--- src/core/remote_io_pkg.sv ---
/*
  Shared constants and types of the remote base update and mismatch block.
  Assumes a single 125 MHz clock and an APB register port of 32 bits.
*/
`default_nettype none
package remote_io_pkg;
  // ----------------------------------------------------------------
  // Timing
  // ----------------------------------------------------------------
  localparam int CLK_PERIOD_NS = 8;
  localparam int TICK_PERIOD_NS = 1000000;           // One millisecond
  localparam int TICK_CYCLES = TICK_PERIOD_NS / CLK_PERIOD_NS;
  localparam int SYNC_SETTLE = 3;                    // Cycles before strap read
  // ----------------------------------------------------------------
  // Register byte offsets
  // ----------------------------------------------------------------
  localparam logic [7:0] OFS_CTRL     = 8'h00;
  localparam logic [7:0] OFS_CFG      = 8'h04;
  localparam logic [7:0] OFS_EXPECT0  = 8'h10;       // Four words of types
  localparam logic [7:0] OFS_STATUS   = 8'h20;
  localparam logic [7:0] OFS_MISMATCH = 8'h24;
  localparam logic [7:0] OFS_DIAG0    = 8'h30;       // Four words of diag
  // ----------------------------------------------------------------
  // Field layout and reset values
  // ----------------------------------------------------------------
  localparam int CTRL_INT_LSB = 0;
  localparam int CTRL_FAC_LSB = 8;
  localparam int CTRL_TOL_BIT = 16;
  localparam logic [7:0] INTERVAL_RST = 8'h01;
  localparam logic [7:0] FACTOR_RST = 8'h02;
  localparam logic [7:0] EMPTY_TYPE = 8'h00;         // Unconfigured slot
  // ----------------------------------------------------------------
  // Status digits and diagnostic constants
  // ----------------------------------------------------------------
  localparam logic [3:0] DIGIT_READY = 4'h0;
  localparam logic [3:0] DIGIT_MISMATCH = 4'h2;
  localparam logic [3:0] DIGIT_NO_LINK = 4'h3;
  localparam logic [3:0] DIGIT_NO_CFG = 4'h7;
  localparam int DIAG_BYTES = 15;
  localparam logic [7:0] DIAG_DEV_HDR = 8'h06;
  localparam logic [7:0] DIAG_ID_HDR = 8'h43;
  localparam logic [7:0] DIAG_NO_MASTER = 8'hFF;
  localparam logic [7:0] DIAG_ST2_FIXED = 8'h04;     // Bit 2 always one
  localparam int ST1_EXT_BIT = 3;
  localparam int ST1_CFG_ERR_BIT = 2;
  localparam int ST1_NOT_READY_BIT = 1;

  // Update settings carried together
  typedef struct packed {
    logic       tolerance;
    logic [7:0] factor;
    logic [7:0] interval;
  } ctrl_t;

  // Link-loss output actions
  typedef struct packed {
    logic disc_clear;
    logic disc_hold;
  } loss_act_t;
endpackage
`default_nettype wire

--- src/core/remote_base_ctrl.sv ---
/*
  Update scheduling, link-loss output control and base mismatch handling
  of a fieldbus remote base controller, with an APB register slave.
  Assumes the link state, the strap jumper and the installed module types
  arrive from outside the clock domain; the APB master shares MCLK.
*/
// The APB slave port and the placing of the registers are this design's own decisions.
// Functional notes
// - On link loss discrete outputs follow only the output-loss jumper.
// - A missing jumper acts as the off setting.
// - Jumper off: word output zeroes only if module selects zero.
// - Jumper freeze: every word output keeps its last value.
// - Module hold selection overrides the off jumper for word outputs.
// - Discrete updates at most once per interval of 1-255 ms, default 1.
// - Word updates once every N discrete updates, N 1-255, default 2.
// - Tolerance off: no updates unless configuration matches exactly.
// - Tolerance on: update matching modules, skip mismatched ones.
// - Expected and installed modules compared continuously, differences flagged.
// - Tolerance off, removed or wrong module: status 2, outputs per jumper.
// - Tolerance off, module in unconfigured slot ignored, status 0.
// - Tolerance on, removed or wrong module: status 2 with point.
// - Tolerance on, unconfigured slot module ignored, status 0 with point.
// - Diagnostic has standard bytes 1-6 and extended bytes 7-15.
// - Bit 7 is MSB and bit 0 LSB in each diagnostic byte.
// - Bytes 5 and 6 carry a fixed two-byte identification code.
// - Tolerance enabled lights the decimal point with any digit.
// - Tolerance off, wrong module takes the whole base offline.
// - Jumper sampled only at startup; changes need a reset.
`timescale 1ns/1ps
`default_nettype none
module remote_base_ctrl #(
  parameter int NSLOT = 16,
  parameter int TYPE_W = 8,
  parameter int TICK_DIV = remote_io_pkg::TICK_CYCLES,
  parameter logic [7:0] IDENT_HI = 8'h5A,            // Arbitrary value
  parameter logic [7:0] IDENT_LO = 8'h3C             // Arbitrary value
) (
  input  wire logic                    MCLK,
  input  wire logic                    RESET,
  input  wire logic                    PSEL,
  input  wire logic                    PENABLE,
  input  wire logic                    PWRITE,
  input  wire logic [7:0]              PADDR,
  input  wire logic [31:0]             PWDATA,
  output logic [31:0]                  PRDATA,
  output logic                         PREADY,
  output logic                         PSLVERR,
  input  wire logic                    LINK_UP,
  input  wire logic                    JUMPER_FITTED,
  input  wire logic                    JUMPER_FREEZE,
  input  wire logic [NSLOT*TYPE_W-1:0] INSTALLED_TYPE,
  input  wire logic [NSLOT-1:0]        MODULE_ZERO_SEL,
  output logic                         DISC_UPDATE,
  output logic                         WORD_UPDATE,
  output logic [NSLOT-1:0]             SLOT_UPDATE_EN,
  output logic                         DISC_CLEAR,
  output logic                         DISC_HOLD,
  output logic [NSLOT-1:0]             WORD_ZERO,
  output logic [NSLOT-1:0]             WORD_HOLD,
  output logic                         BASE_OFFLINE,
  output logic [3:0]                   STATUS_DIGIT,
  output logic                         STATUS_POINT
);
  // ----------------------------------------------------------------
  // Input synchronisers
  // ----------------------------------------------------------------
  logic [NSLOT*TYPE_W+2:0] meta_r;
  logic [NSLOT*TYPE_W+2:0] sync_r;
  logic [NSLOT-1:0]        zsel_meta_r;
  logic [NSLOT-1:0]        zsel_r;
  logic                    link_s;
  logic                    fit_s;
  logic                    frz_s;

  // Two flops on the link, jumper, type and zero-select inputs
  always_ff @(posedge MCLK)
  begin
    if (RESET)
    begin
      meta_r      <= '0;
      sync_r      <= '0;
      zsel_meta_r <= '0;
      zsel_r      <= '0;
    end
    else
    begin
      meta_r      <= {LINK_UP, JUMPER_FITTED, JUMPER_FREEZE, INSTALLED_TYPE};
      sync_r      <= meta_r;
      zsel_meta_r <= MODULE_ZERO_SEL;
      zsel_r      <= zsel_meta_r;
    end
  end
  assign link_s = sync_r[NSLOT*TYPE_W+2];
  assign fit_s  = sync_r[NSLOT*TYPE_W+1];
  assign frz_s  = sync_r[NSLOT*TYPE_W];

  // ----------------------------------------------------------------
  // Startup strap capture
  // ----------------------------------------------------------------
  logic [1:0] settle_r;
  logic [1:0] settle_nxt;
  logic       strap_done_r;
  logic       strap_done_nxt;
  logic       freeze_r;
  logic       freeze_nxt;

  // Jumper read once after synchronisers settle
  always_comb
  begin
    settle_nxt     = settle_r;
    strap_done_nxt = strap_done_r;
    freeze_nxt     = freeze_r;
    if (!strap_done_r)
    begin
      settle_nxt = settle_r + 2'h1;
      if (settle_r == 2'(remote_io_pkg::SYNC_SETTLE - 1))
      begin
        strap_done_nxt = 1'b1;
        freeze_nxt     = fit_s & frz_s;
      end
    end
  end

  always_ff @(posedge MCLK)
  begin
    if (RESET)
    begin
      settle_r     <= 2'h0;
      strap_done_r <= 1'b0;
      freeze_r     <= 1'b0;
    end
    else
    begin
      settle_r     <= settle_nxt;
      strap_done_r <= strap_done_nxt;
      freeze_r     <= freeze_nxt;
    end
  end

  // ----------------------------------------------------------------
  // Register file
  // ----------------------------------------------------------------
  remote_io_pkg::ctrl_t       ctrl_r;
  remote_io_pkg::ctrl_t       ctrl_nxt;
  logic                       cfg_valid_r;
  logic                       cfg_valid_nxt;
  logic [NSLOT*TYPE_W-1:0]    expect_r;
  logic [NSLOT*TYPE_W-1:0]    expect_nxt;
  logic [31:0]                rdata_r;
  logic [31:0]                rdata_nxt;
  logic                       err_r;
  logic                       err_nxt;
  logic [NSLOT-1:0]           mism;
  logic [7:0]                 diag [16];
  logic                       setup;
  logic                       wr_en;

  assign setup = PSEL & ~PENABLE;
  assign wr_en = PSEL & PENABLE & PWRITE;

  // Decode and capture read data in the setup cycle, write in the access cycle
  always_comb
  begin
    ctrl_nxt      = ctrl_r;
    cfg_valid_nxt = cfg_valid_r;
    expect_nxt    = expect_r;
    rdata_nxt     = rdata_r;
    err_nxt       = err_r;
    if (setup)
    begin
      rdata_nxt = 32'h0000_0000;
      err_nxt   = 1'b0;
      case (PADDR)
        remote_io_pkg::OFS_CTRL:
          rdata_nxt = {15'h0000, ctrl_r};
        remote_io_pkg::OFS_CFG:
          rdata_nxt = {31'h0000_0000, cfg_valid_r};
        remote_io_pkg::OFS_STATUS:
          rdata_nxt = {24'h00_0000, BASE_OFFLINE, link_s, freeze_r,
                       STATUS_POINT, STATUS_DIGIT};
        remote_io_pkg::OFS_MISMATCH:
          rdata_nxt = {16'(mism), 16'(mism)};
        default:
        begin
          if (PADDR[7:4] == remote_io_pkg::OFS_EXPECT0[7:4]
              && int'(PADDR[3:2]) < NSLOT / 4)
            rdata_nxt = expect_r[PADDR[3:2]*32 +: 32];
          else if (PADDR[7:4] == remote_io_pkg::OFS_DIAG0[7:4])
            rdata_nxt = {diag[{PADDR[3:2], 2'h3}], diag[{PADDR[3:2], 2'h2}],
                         diag[{PADDR[3:2], 2'h1}], diag[{PADDR[3:2], 2'h0}]};
          else
            err_nxt = 1'b1;                // Unmapped address
        end
      endcase
    end
    if (wr_en && !err_r)
    begin
      if (PADDR == remote_io_pkg::OFS_CTRL)
        ctrl_nxt = PWDATA[remote_io_pkg::CTRL_TOL_BIT:0];
      else if (PADDR == remote_io_pkg::OFS_CFG)
        cfg_valid_nxt = PWDATA[0];
      else if (PADDR[7:4] == remote_io_pkg::OFS_EXPECT0[7:4])
        expect_nxt[PADDR[3:2]*32 +: 32] = PWDATA;
    end
  end

  always_ff @(posedge MCLK)
  begin
    if (RESET)
    begin
      ctrl_r      <= '{tolerance: 1'b0, factor: remote_io_pkg::FACTOR_RST,
                       interval: remote_io_pkg::INTERVAL_RST};
      cfg_valid_r <= 1'b0;
      expect_r    <= '0;
      rdata_r     <= 32'h0000_0000;
      err_r       <= 1'b0;
    end
    else
    begin
      ctrl_r      <= ctrl_nxt;
      cfg_valid_r <= cfg_valid_nxt;
      expect_r    <= expect_nxt;
      rdata_r     <= rdata_nxt;
      err_r       <= err_nxt;
    end
  end

  // One wait-free access phase
  assign PREADY  = 1'b1;
  assign PRDATA  = rdata_r;
  assign PSLVERR = PSEL & PENABLE & err_r;

  // ----------------------------------------------------------------
  // Per-slot comparison and output actions
  // ----------------------------------------------------------------
  logic       allow;
  logic       loss;
  logic [7:0] mism_lo;
  logic [7:0] mism_hi;

  for (genvar s = 0; s < NSLOT; s++)
  begin : g_slot
    // Configured slots only; empty ones are ignored
    assign mism[s] = (expect_r[s*TYPE_W +: TYPE_W] != TYPE_W'(0))
                  && (expect_r[s*TYPE_W +: TYPE_W]
                      != sync_r[s*TYPE_W +: TYPE_W]);
    assign SLOT_UPDATE_EN[s] = allow & ~mism[s];
    assign WORD_ZERO[s] = loss & ~freeze_r & zsel_r[s];
    assign WORD_HOLD[s] = loss & ~WORD_ZERO[s];
  end

  assign BASE_OFFLINE = ~ctrl_r.tolerance & (|mism);
  assign loss  = ~link_s | BASE_OFFLINE;
  assign allow = link_s & cfg_valid_r & ~BASE_OFFLINE;
  assign DISC_CLEAR = loss & ~freeze_r;
  assign DISC_HOLD  = loss & freeze_r;

  // Status display code
  always_comb
  begin
    if (!link_s)
      STATUS_DIGIT = remote_io_pkg::DIGIT_NO_LINK;
    else if (!cfg_valid_r)
      STATUS_DIGIT = remote_io_pkg::DIGIT_NO_CFG;
    else if (|mism)
      STATUS_DIGIT = remote_io_pkg::DIGIT_MISMATCH;
    else
      STATUS_DIGIT = remote_io_pkg::DIGIT_READY;
  end
  assign STATUS_POINT = ctrl_r.tolerance;

  // Diagnostic bytes, index 0 is byte 1, bit 7 is MSB
  assign mism_lo = 8'(mism);
  assign mism_hi = 8'(mism >> 8);
  always_comb
  begin
    diag[0]  = 8'h00;
    diag[0][remote_io_pkg::ST1_EXT_BIT]       = 1'b1;
    diag[0][remote_io_pkg::ST1_CFG_ERR_BIT]   = |mism;
    diag[0][remote_io_pkg::ST1_NOT_READY_BIT] = ~cfg_valid_r;
    diag[1]  = remote_io_pkg::DIAG_ST2_FIXED;
    diag[2]  = 8'h00;
    diag[3]  = remote_io_pkg::DIAG_NO_MASTER;
    diag[4]  = IDENT_HI;
    diag[5]  = IDENT_LO;
    diag[6]  = remote_io_pkg::DIAG_DEV_HDR;
    diag[7]  = 8'h00;
    diag[8]  = 8'h00;
    diag[9]  = 8'h00;
    diag[10] = mism_lo;
    diag[11] = mism_hi;
    diag[12] = remote_io_pkg::DIAG_ID_HDR;
    diag[13] = mism_lo;
    diag[14] = mism_hi;
    diag[15] = 8'h00;                                   // Past byte 15
  end

  // ----------------------------------------------------------------
  // Update scheduler
  // ----------------------------------------------------------------
  logic [31:0] tick_cnt_r;
  logic [31:0] tick_cnt_nxt;
  logic [7:0]  ms_cnt_r;
  logic [7:0]  ms_cnt_nxt;
  logic [7:0]  word_cnt_r;
  logic [7:0]  word_cnt_nxt;
  logic        disc_r;
  logic        disc_nxt;
  logic        word_r;
  logic        word_nxt;
  logic [7:0]  ivl;
  logic [7:0]  fac;

  // Zero settings act as one
  assign ivl = (ctrl_r.interval == 8'h00) ? 8'h01 : ctrl_r.interval;
  assign fac = (ctrl_r.factor == 8'h00) ? 8'h01 : ctrl_r.factor;

  // Millisecond tick, interval count and word factor count
  always_comb
  begin
    tick_cnt_nxt = tick_cnt_r + 32'h0000_0001;
    ms_cnt_nxt   = ms_cnt_r;
    word_cnt_nxt = word_cnt_r;
    disc_nxt     = 1'b0;
    word_nxt     = 1'b0;
    if (tick_cnt_r >= 32'(TICK_DIV - 1))
    begin
      tick_cnt_nxt = 32'h0000_0000;
      if (ms_cnt_r + 8'h01 >= ivl)
      begin
        ms_cnt_nxt = 8'h00;
        disc_nxt   = allow | ctrl_r.tolerance & link_s & cfg_valid_r;
        if (disc_nxt)
        begin
          if (word_cnt_r + 8'h01 >= fac)
          begin
            word_cnt_nxt = 8'h00;
            word_nxt     = 1'b1;
          end
          else
            word_cnt_nxt = word_cnt_r + 8'h01;
        end
      end
      else
        ms_cnt_nxt = ms_cnt_r + 8'h01;
    end
  end

  always_ff @(posedge MCLK)
  begin
    if (RESET)
    begin
      tick_cnt_r <= 32'h0000_0000;
      ms_cnt_r   <= 8'h00;
      word_cnt_r <= 8'h00;
      disc_r     <= 1'b0;
      word_r     <= 1'b0;
    end
    else
    begin
      tick_cnt_r <= tick_cnt_nxt;
      ms_cnt_r   <= ms_cnt_nxt;
      word_cnt_r <= word_cnt_nxt;
      disc_r     <= disc_nxt;
      word_r     <= word_nxt;
    end
  end
  assign DISC_UPDATE = disc_r;
  assign WORD_UPDATE = word_r;
endmodule
`default_nettype wire

--- config.mk ---
export PLATFORM = sky130hd
export DESIGN_NAME = remote_base_ctrl
export DESIGN_NICKNAME = d
export VERILOG_FILES = /design/src/core/remote_io_pkg.sv /design/src/core/remote_base_ctrl.sv
export SDC_FILE = /design/constraint.sdc
export NUM_CORES = 1
export LEC_CHECK = 0
export ABC_AREA = 1
export BUFFER_PORTS_ARGS = -buffer_cell sky130_fd_sc_hd__buf_4
export CORE_UTILIZATION = 40
export DETAILED_ROUTE_END_ITERATION = 16
export SYNTH_ARGS = -nofsm -noshare
export SYNTH_HDL_FRONTEND = slang
export SYNTH_SLANG_ARGS = --single-unit
--- constraint.sdc ---
create_clock -name MCLK -period 7.4 [get_ports MCLK]
set_input_delay 1.48 -clock MCLK [delete_from_list [all_inputs] [get_ports MCLK]]
set_output_delay 1.48 -clock MCLK [all_outputs]
set_load 0.005 [all_outputs]
==> reports/metrics.cfg, run 1 <==
[placement]
numPortBuffers = 281
gp_congestion = 0.942
dp_cells = 3821
hpwl_um = 53000
placed_area_um2 = 24600

[timing]
tightest_slew_ps = 1200
rsz0062_at_grt = no
min_period_ps = 4800
timing.final.max_slew_violations = 0
tns_ps = 0
hold_viol = 0
setup_violations = 0
post-route-period-util = 0.649
clock-skew-final_ps = 16.9
fmax_ghz = 0.208
max-slew-margin-rel = 0.200

[route]
ant_nets = 0
post_drt_wl_per_cell_um = 18.0
detail_route.wirelength_um = 70700
drc = 0
drt_iter0_markers = 1484
num_vias = 19400
drtPass1Iterations = 6
via_per_inst = 4.94

[clock_tree]
cts_max_path_buffers = 3
cts_tree = yes
root_buffer = clkbuf_16
holdBufCountCts = 0
cts_buffers = 55
cts_resized = 0
post_cts_buffers = 0
clock_sinks = 527
clock_latency_ps = 610
clkTransAtPathRegs_ps = 60
h-tree-depth = 2

[pwr]
ir_drop_mv = 0.165
cellLeakagePower_uw = 0.0119
power_density_nw_per_um2 = 247

[die]
die-area_um2 = 55700
io_pins = 284
die_y_um = 236
initial_core_util = 0.406
fp-row-count = 85
coreArea_um2 = 53900
die_width_um = 236

[min_path]
holdPathStages = 2
min_path_type = reg -> reg

[yosys]
synth_seq_area_share = 0.482
avgSynthCellArea_um2 = 7.42
synthesis.area_um2 = 21900
synth_edf_count = 0
post_synth_num_cell_types = 49
ys_ff_latch = 527
ys_warn_count = 0
synthCells = 2951
synthArstFlopShare = 0
ys.flop_type = dfxtp_1

[global_route]
grt_pass1_wl_um = 107000
grt_use_total = 0.252
grt_max_degree = 239
grt-ovfl-total = 0
first_global_vias = 18600
grt_antenna_before_repair = 1

[finish]
areaGrowthSynthToFinish_pct = 21.3
final_cell_area_um2 = 26600
final_layout_size_suffix_gt1_frac = 0.131
fin_cells = 3921
postLayoutCoreUtil = 0.493
mostFrequentLayoutCell = inv_1
final_cell_mix = inv_1, dfxtp_1, nor2_1, nand2_1, buf_4
fin_nets = 3400

[critical_path]
crit_type = reg -> out
critical_path.max_fanout = 16
r2r_cells = 16
worst_ep_required_time_ps = 5920
cp_data_arrival_time_ps = 3320
critPathCaptureType = output pin
start_kind = register

[run_status]
run_status = completed

[job]
cap_violations = 0

[registers in the layout (all words and copies together), names as in the netlist, 2 cells and up]
signal,cells
ctrl_r,16
meta_r,131
expect_r,128
zsel_r,16
word_cnt_r,8
zsel_meta_r,16
sync_r,131
PRDATA,32
settle_r,2
tick_cnt_r,32
ms_cnt_r,8
[final timing paths]
kind,startpoint,to,slack (ps)
setup / recovery,expect_r[88],SLOT_UPDATE_EN[4],2600
hold / removal,meta_r[126],sync_r[126],400
setup reg to reg,word_cnt_r[0],word_cnt_r[2],4270
hold reg to reg,meta_r[126],sync_r[126],400
[report_power, final]
group	internal, uW	switching (uW)	total, uW
Clock	1880	1180	3060
Sequential	2930	42.7	2980
Combinational	208	315	523
Total	5020	1530	6550
[synth_stat cells, types with 2 or more instances]
| master | count | area share |
|---|---|---|
| conb_1 | 2 | 0.00034 |
| o2111ai_1 | 3 | 0.0012 |
| nand3_1 | 55 | 0.013 |
| o211ai_1 | 9 | 0.0031 |
| nor4_1 | 35 | 0.010 |
| nand3b_1 | 8 | 0.0027 |
| buf_4 | 2 | 0.00069 |
| or2_0 | 5 | 0.0014 |
| inv_1 | 575 | 0.099 |
| a221oi_1 | 5 | 0.0020 |
| buf_2 | 4 | 0.00091 |
| a31oi_1 | 24 | 0.0069 |
| nor2_2 | 3 | 0.00086 |
| o22ai_1 | 11 | 0.0031 |
| xor2_1 | 17 | 0.0068 |
| nand2_1 | 333 | 0.057 |
| or3_1 | 9 | 0.0026 |
| o41ai_1 | 2 | 0.00080 |
| buf_1 | 7 | 0.0012 |
| nor2_1 | 501 | 0.086 |
| ha_1 | 26 | 0.015 |
| o21ai_0 | 183 | 0.042 |
| nand4_1 | 26 | 0.0074 |
| a211oi_1 | 26 | 0.0089 |
| o221ai_1 | 24 | 0.0096 |
| buf_6 | 2 | 0.0010 |
| clkinv_1 | 4 | 0.00069 |
| a21oi_1 | 226 | 0.052 |
| nor3_1 | 32 | 0.0073 |
| nand2_2 | 4 | 0.0011 |
| nor2_4 | 3 | 0.0015 |
| xnor2_1 | 95 | 0.038 |
| clkbuf_1 | 124 | 0.021 |
| a41oi_1 | 15 | 0.0060 |
| dfxtp_1 | 527 | 0.48 |
| or2_2 | 2 | 0.00057 |
| inv_2 | 10 | 0.0017 |
[logic make-up (layout without fill, tap and decap cells)]
| logic type | count (synthesis) | after routing | synth area share |
|---|---|---|---|
| fa+ha+maj | 26 | 26 | 0.0149 |
| xor+xnor | 112 | 112 | 0.0448 |
| mux | 1 | 1 | 0.000457 |
| buf+inv | 728 | 986 | 0.126 |
| simple gates | 1021 | 1021 | 0.194 |
| flops | 527 | 527 | 0.482 |
| compound gates | 534 | 534 | 0.138 |
| other cells | 2 | 18 | 0.000343 |
[layer usage]
metal  track usage  vias to the layer above  part of all wire
met5             0                        -                 0
met4         0.106                        0             0.040
met3        0.0383                      130             0.062
met2         0.412                      621              0.46
met1         0.330                     8990              0.44
li1              -                     9633                 -
[metrics by stage]
stage / hold slack, ps / worst slack, ps / total power [uW]
floorplan: 388 / 3480 / 3310
global placement: 390 / 2270 / 3550
detailed placement: 393 / 2150 / 3560
CTS: 400 / 2610 / 6620
global route: 412 / 2380 / 6780
finish: 398 / 2600 / 6550
[worst max-delay path, stage by stage, from the launching register on]
cell,delay (ps)
dfxtp_1,450
nand2_1,80
nand2_1,150
nand2_1,70
nor2_1,100
nand2_1,60
nand2_1,310
nand2_1,120
nor2_2,130
nand2_2,110
o21ai_4,450
nand2_4,250
nor2_1,270
buf_4,160
[layout make-up]
class | count | area, um^2
clock inverter | 25 | 429
fill | 5414 | 27400
timing repair buffer | 298 | 2260
tap | 696 | 871
antenna | 1 | 2.50
inverter | 589 | 2210
clock buffer | 74 | 1580
multi-input combinational | 1711 | 8670
sequential | 527 | 10600
Note: power is estimated with default switching activity, not from simulation.
==> run 2: changes to the inputs <==
- clock period: 7.4 -> 4 ns (I/O delays scaled with it)
==> run 2 against run 1 <==
- first-iteration DRC count decreased by 9.1%
- non-clock buffer count increased by 18
- die area unchanged
- combinational power increased by 88%
- global-route usage decreased by 0.056 points
- register-to-register slack got worse by 3300 ps
- cell area increased by 0.33%
- flip-flop and latch count unchanged
- utilization increased by 0.16 points
- critical path type unchanged
==> reports/metrics.cfg, run 2 (same netlist as run 1, synthesis figures left out) <==
[route]
drtPass1Iterations = 6  ; unchanged
num_vias = 19600  ; +1.2%
ant_nets = 0  ; unchanged
dr_wl_met2_um = 32900  ; +2.1%
drc = 0  ; unchanged
dr.max_layer_used = met4
wl_met1_um = 30200  ; -3.4%
post_drt_wl_per_cell_um = 17.9  ; -0.69%
drt_iter0_markers = 1349  ; -9.1%
via_per_inst = 4.98  ; +0.71%
wl_met3_um = 4650  ; +5.5%
detail_route.wirelength_um = 70600  ; -0.18%

[die]
fp-row-count = 85  ; unchanged
coreArea_um2 = 53900  ; unchanged
die_width_um = 236  ; unchanged
initial_core_util = 0.406  ; unchanged
die_y_um = 236  ; unchanged
io_pins = 284  ; unchanged
die-area_um2 = 55700  ; unchanged

[critical_path]
slowest_stage = dfxtp_1
worst-path-buf-inv = 1  ; unchanged
start_kind = register
critPathCaptureType = output pin
cp_common_cell = nand2_1
critical_path.max_fanout = 16  ; unchanged
r2r_slack_ps = 990  ; -3280 ps
crit_type = reg -> out
worst_ep_required_time_ps = 3200  ; -2720 ps
path_delay_family = simple AND/OR/NAND/NOR gates
cp_data_arrival_time_ps = 3010  ; -310 ps
crit_chain = xnor2_1, nand2_1, nor2_1, nand2_1, nand2_2, nand2_1, nor2_2, nand2_2, o21ai_4, nand2_4, nor2_1, buf_4
max_stage_delay_ps = 420  ; -30 ps

[timing]
setup_violations = 0  ; unchanged
timing.final.max_slew_violations = 0  ; unchanged
tightest_slew_ps = 964  ; -236 ps
clock-skew-final_ps = 19.8  ; +2.94 ps
rsz0062_at_grt = no
fmax_ghz = 0.262
post-route-period-util = 0.953
min_period_ps = 3810
hold_viol = 0  ; unchanged
tns_ps = 0  ; unchanged
max-slew-margin-rel = 0.356  ; +0.156

[finish]
largestRegisters = meta_r (131), sync_r (131), expect_r (128)
areaGrowthSynthToFinish_pct = 21.7
fillers = 5439  ; +0.46%
insertedDiodeCount = 0  ; -1
fin_nets = 3418  ; +0.53%
mostFrequentLayoutCell = inv_1
final_cell_mix = inv_1, dfxtp_1, nor2_1, nand2_1, buf_4
final_layout_size_suffix_gt1_frac = 0.140  ; +0.00840

[global_route]
first_global_vias = 19100  ; +3.0%
grt_antenna_before_repair = 0  ; -1
grt_pass1_wl_um = 108000  ; +0.44%
grt_use_total = 0.251  ; -0.000557
grt-ovfl-total = 0  ; unchanged
grt_max_degree = 189  ; -21%

[placement]
hpwl_um = 53400  ; +0.89%
gp_congestion = 0.955  ; +1.4%
numPortBuffers = 281  ; unchanged

[clock_tree]
holdBufCountCts = 0  ; unchanged
cts_buffers = 55  ; unchanged
clock_latency_ps = 610  ; about the same
cts_tree = yes
clkTransAtPathRegs_ps = 60  ; about the same
clock_sinks = 527  ; unchanged
cts_max_path_buffers = 3  ; unchanged
h-tree-depth = 2  ; unchanged
root_buffer = clkbuf_16

[pwr]
ir_drop_mv = 0.318  ; +93%
cellLeakagePower_uw = 0.0120  ; +0.54%
power_density_nw_per_um2 = 444  ; +80%
finalPower_uw = 11800  ; +81%

[run_status]
run_status = completed

[min_path]
min_path_type = reg -> reg

[job]
cap_violations = 0  ; unchanged

## run 2: cell count changes in the layout (fill, tap and decap cells not counted), moves of 2 or more
| cell | delta |
|---|---|
| buf_4 | +17 |
| bufinv_16 | -6 |
| clkbuf_1 | -4 |
| clkbuf_8 | +4 |
| clkinv_2 | +4 |
| nand2_1 | -4 |
| nand2_2 | +4 |
| clkinv_4 | +3 |
| clkinvlp_4 | +2 |
## run 2: area by class of cell
cell class	count	area, um^2	area share
repair buffers	316	2400	0.0902
flip-flops and latches	527	10600	0.396
clock buffers	74	1620	0.0608
clock inverters	28	314	0.0118
well taps	696	871	0.0327
multi-input cells	1711	8680	0.326
inverters	589	2210	0.0830
## run 2: worst paths after layout
path	start	end	depth (start not counted)
hold reg to reg	meta_r[105]	sync_r[105]	2
setup reg to reg	word_cnt_r[0]	word_cnt_r[4]	16
hold / removal	meta_r[105]	sync_r[105]	2
setup / recovery	expect_r[84]	SLOT_UPDATE_EN[4]	12
## run 2: repair_timing
action / CTS / global route
setup buffers: 0 / 0
resized for setup: 0 / 6
setup endpoints to repair: 0 / 25
## run 2: worst min-delay path: cells and delay by family, from the launching register on
family | cells | cell delay (ps)
buf+inv | 1 | 40
flops | 1 | 290
simple gates | 1 | 30
## run 2: power breakdown
part	switching [uW]	internal, uW
registers	86.3	5430
logic	588	393
clock network	2160	3180
total	2840	9000
## run 2: through the flow
| stage | instances | setup WS, ps | hold WS [ps] | util | instance area, um^2 |
|---|---|---|---|---|---|
| final | 3941 | 187 | 395 | 0.494 | 26700 |
| after global routing | 3941 | 20.2 | 397 | 0.494 | 26700 |
| after CTS | 3941 | 55.5 | 365 | 0.494 | 26600 |
| after detailed placement | 3839 | 712 | 392 | 0.458 | 24700 |
| after global placement | 3839 | 747 | 390 | 0.458 | 24700 |
| after floorplan | 2966 | 761 | 388 | - | 22000 |
## run 2: metal layers
metal / vias to the layer above / track usage
met2: 713 / 0.422
met3: 137 / 0.0336
li1: 9669 / -
met1: 9092 / 0.321
met5: - / 0
met4: 0 / 0.111
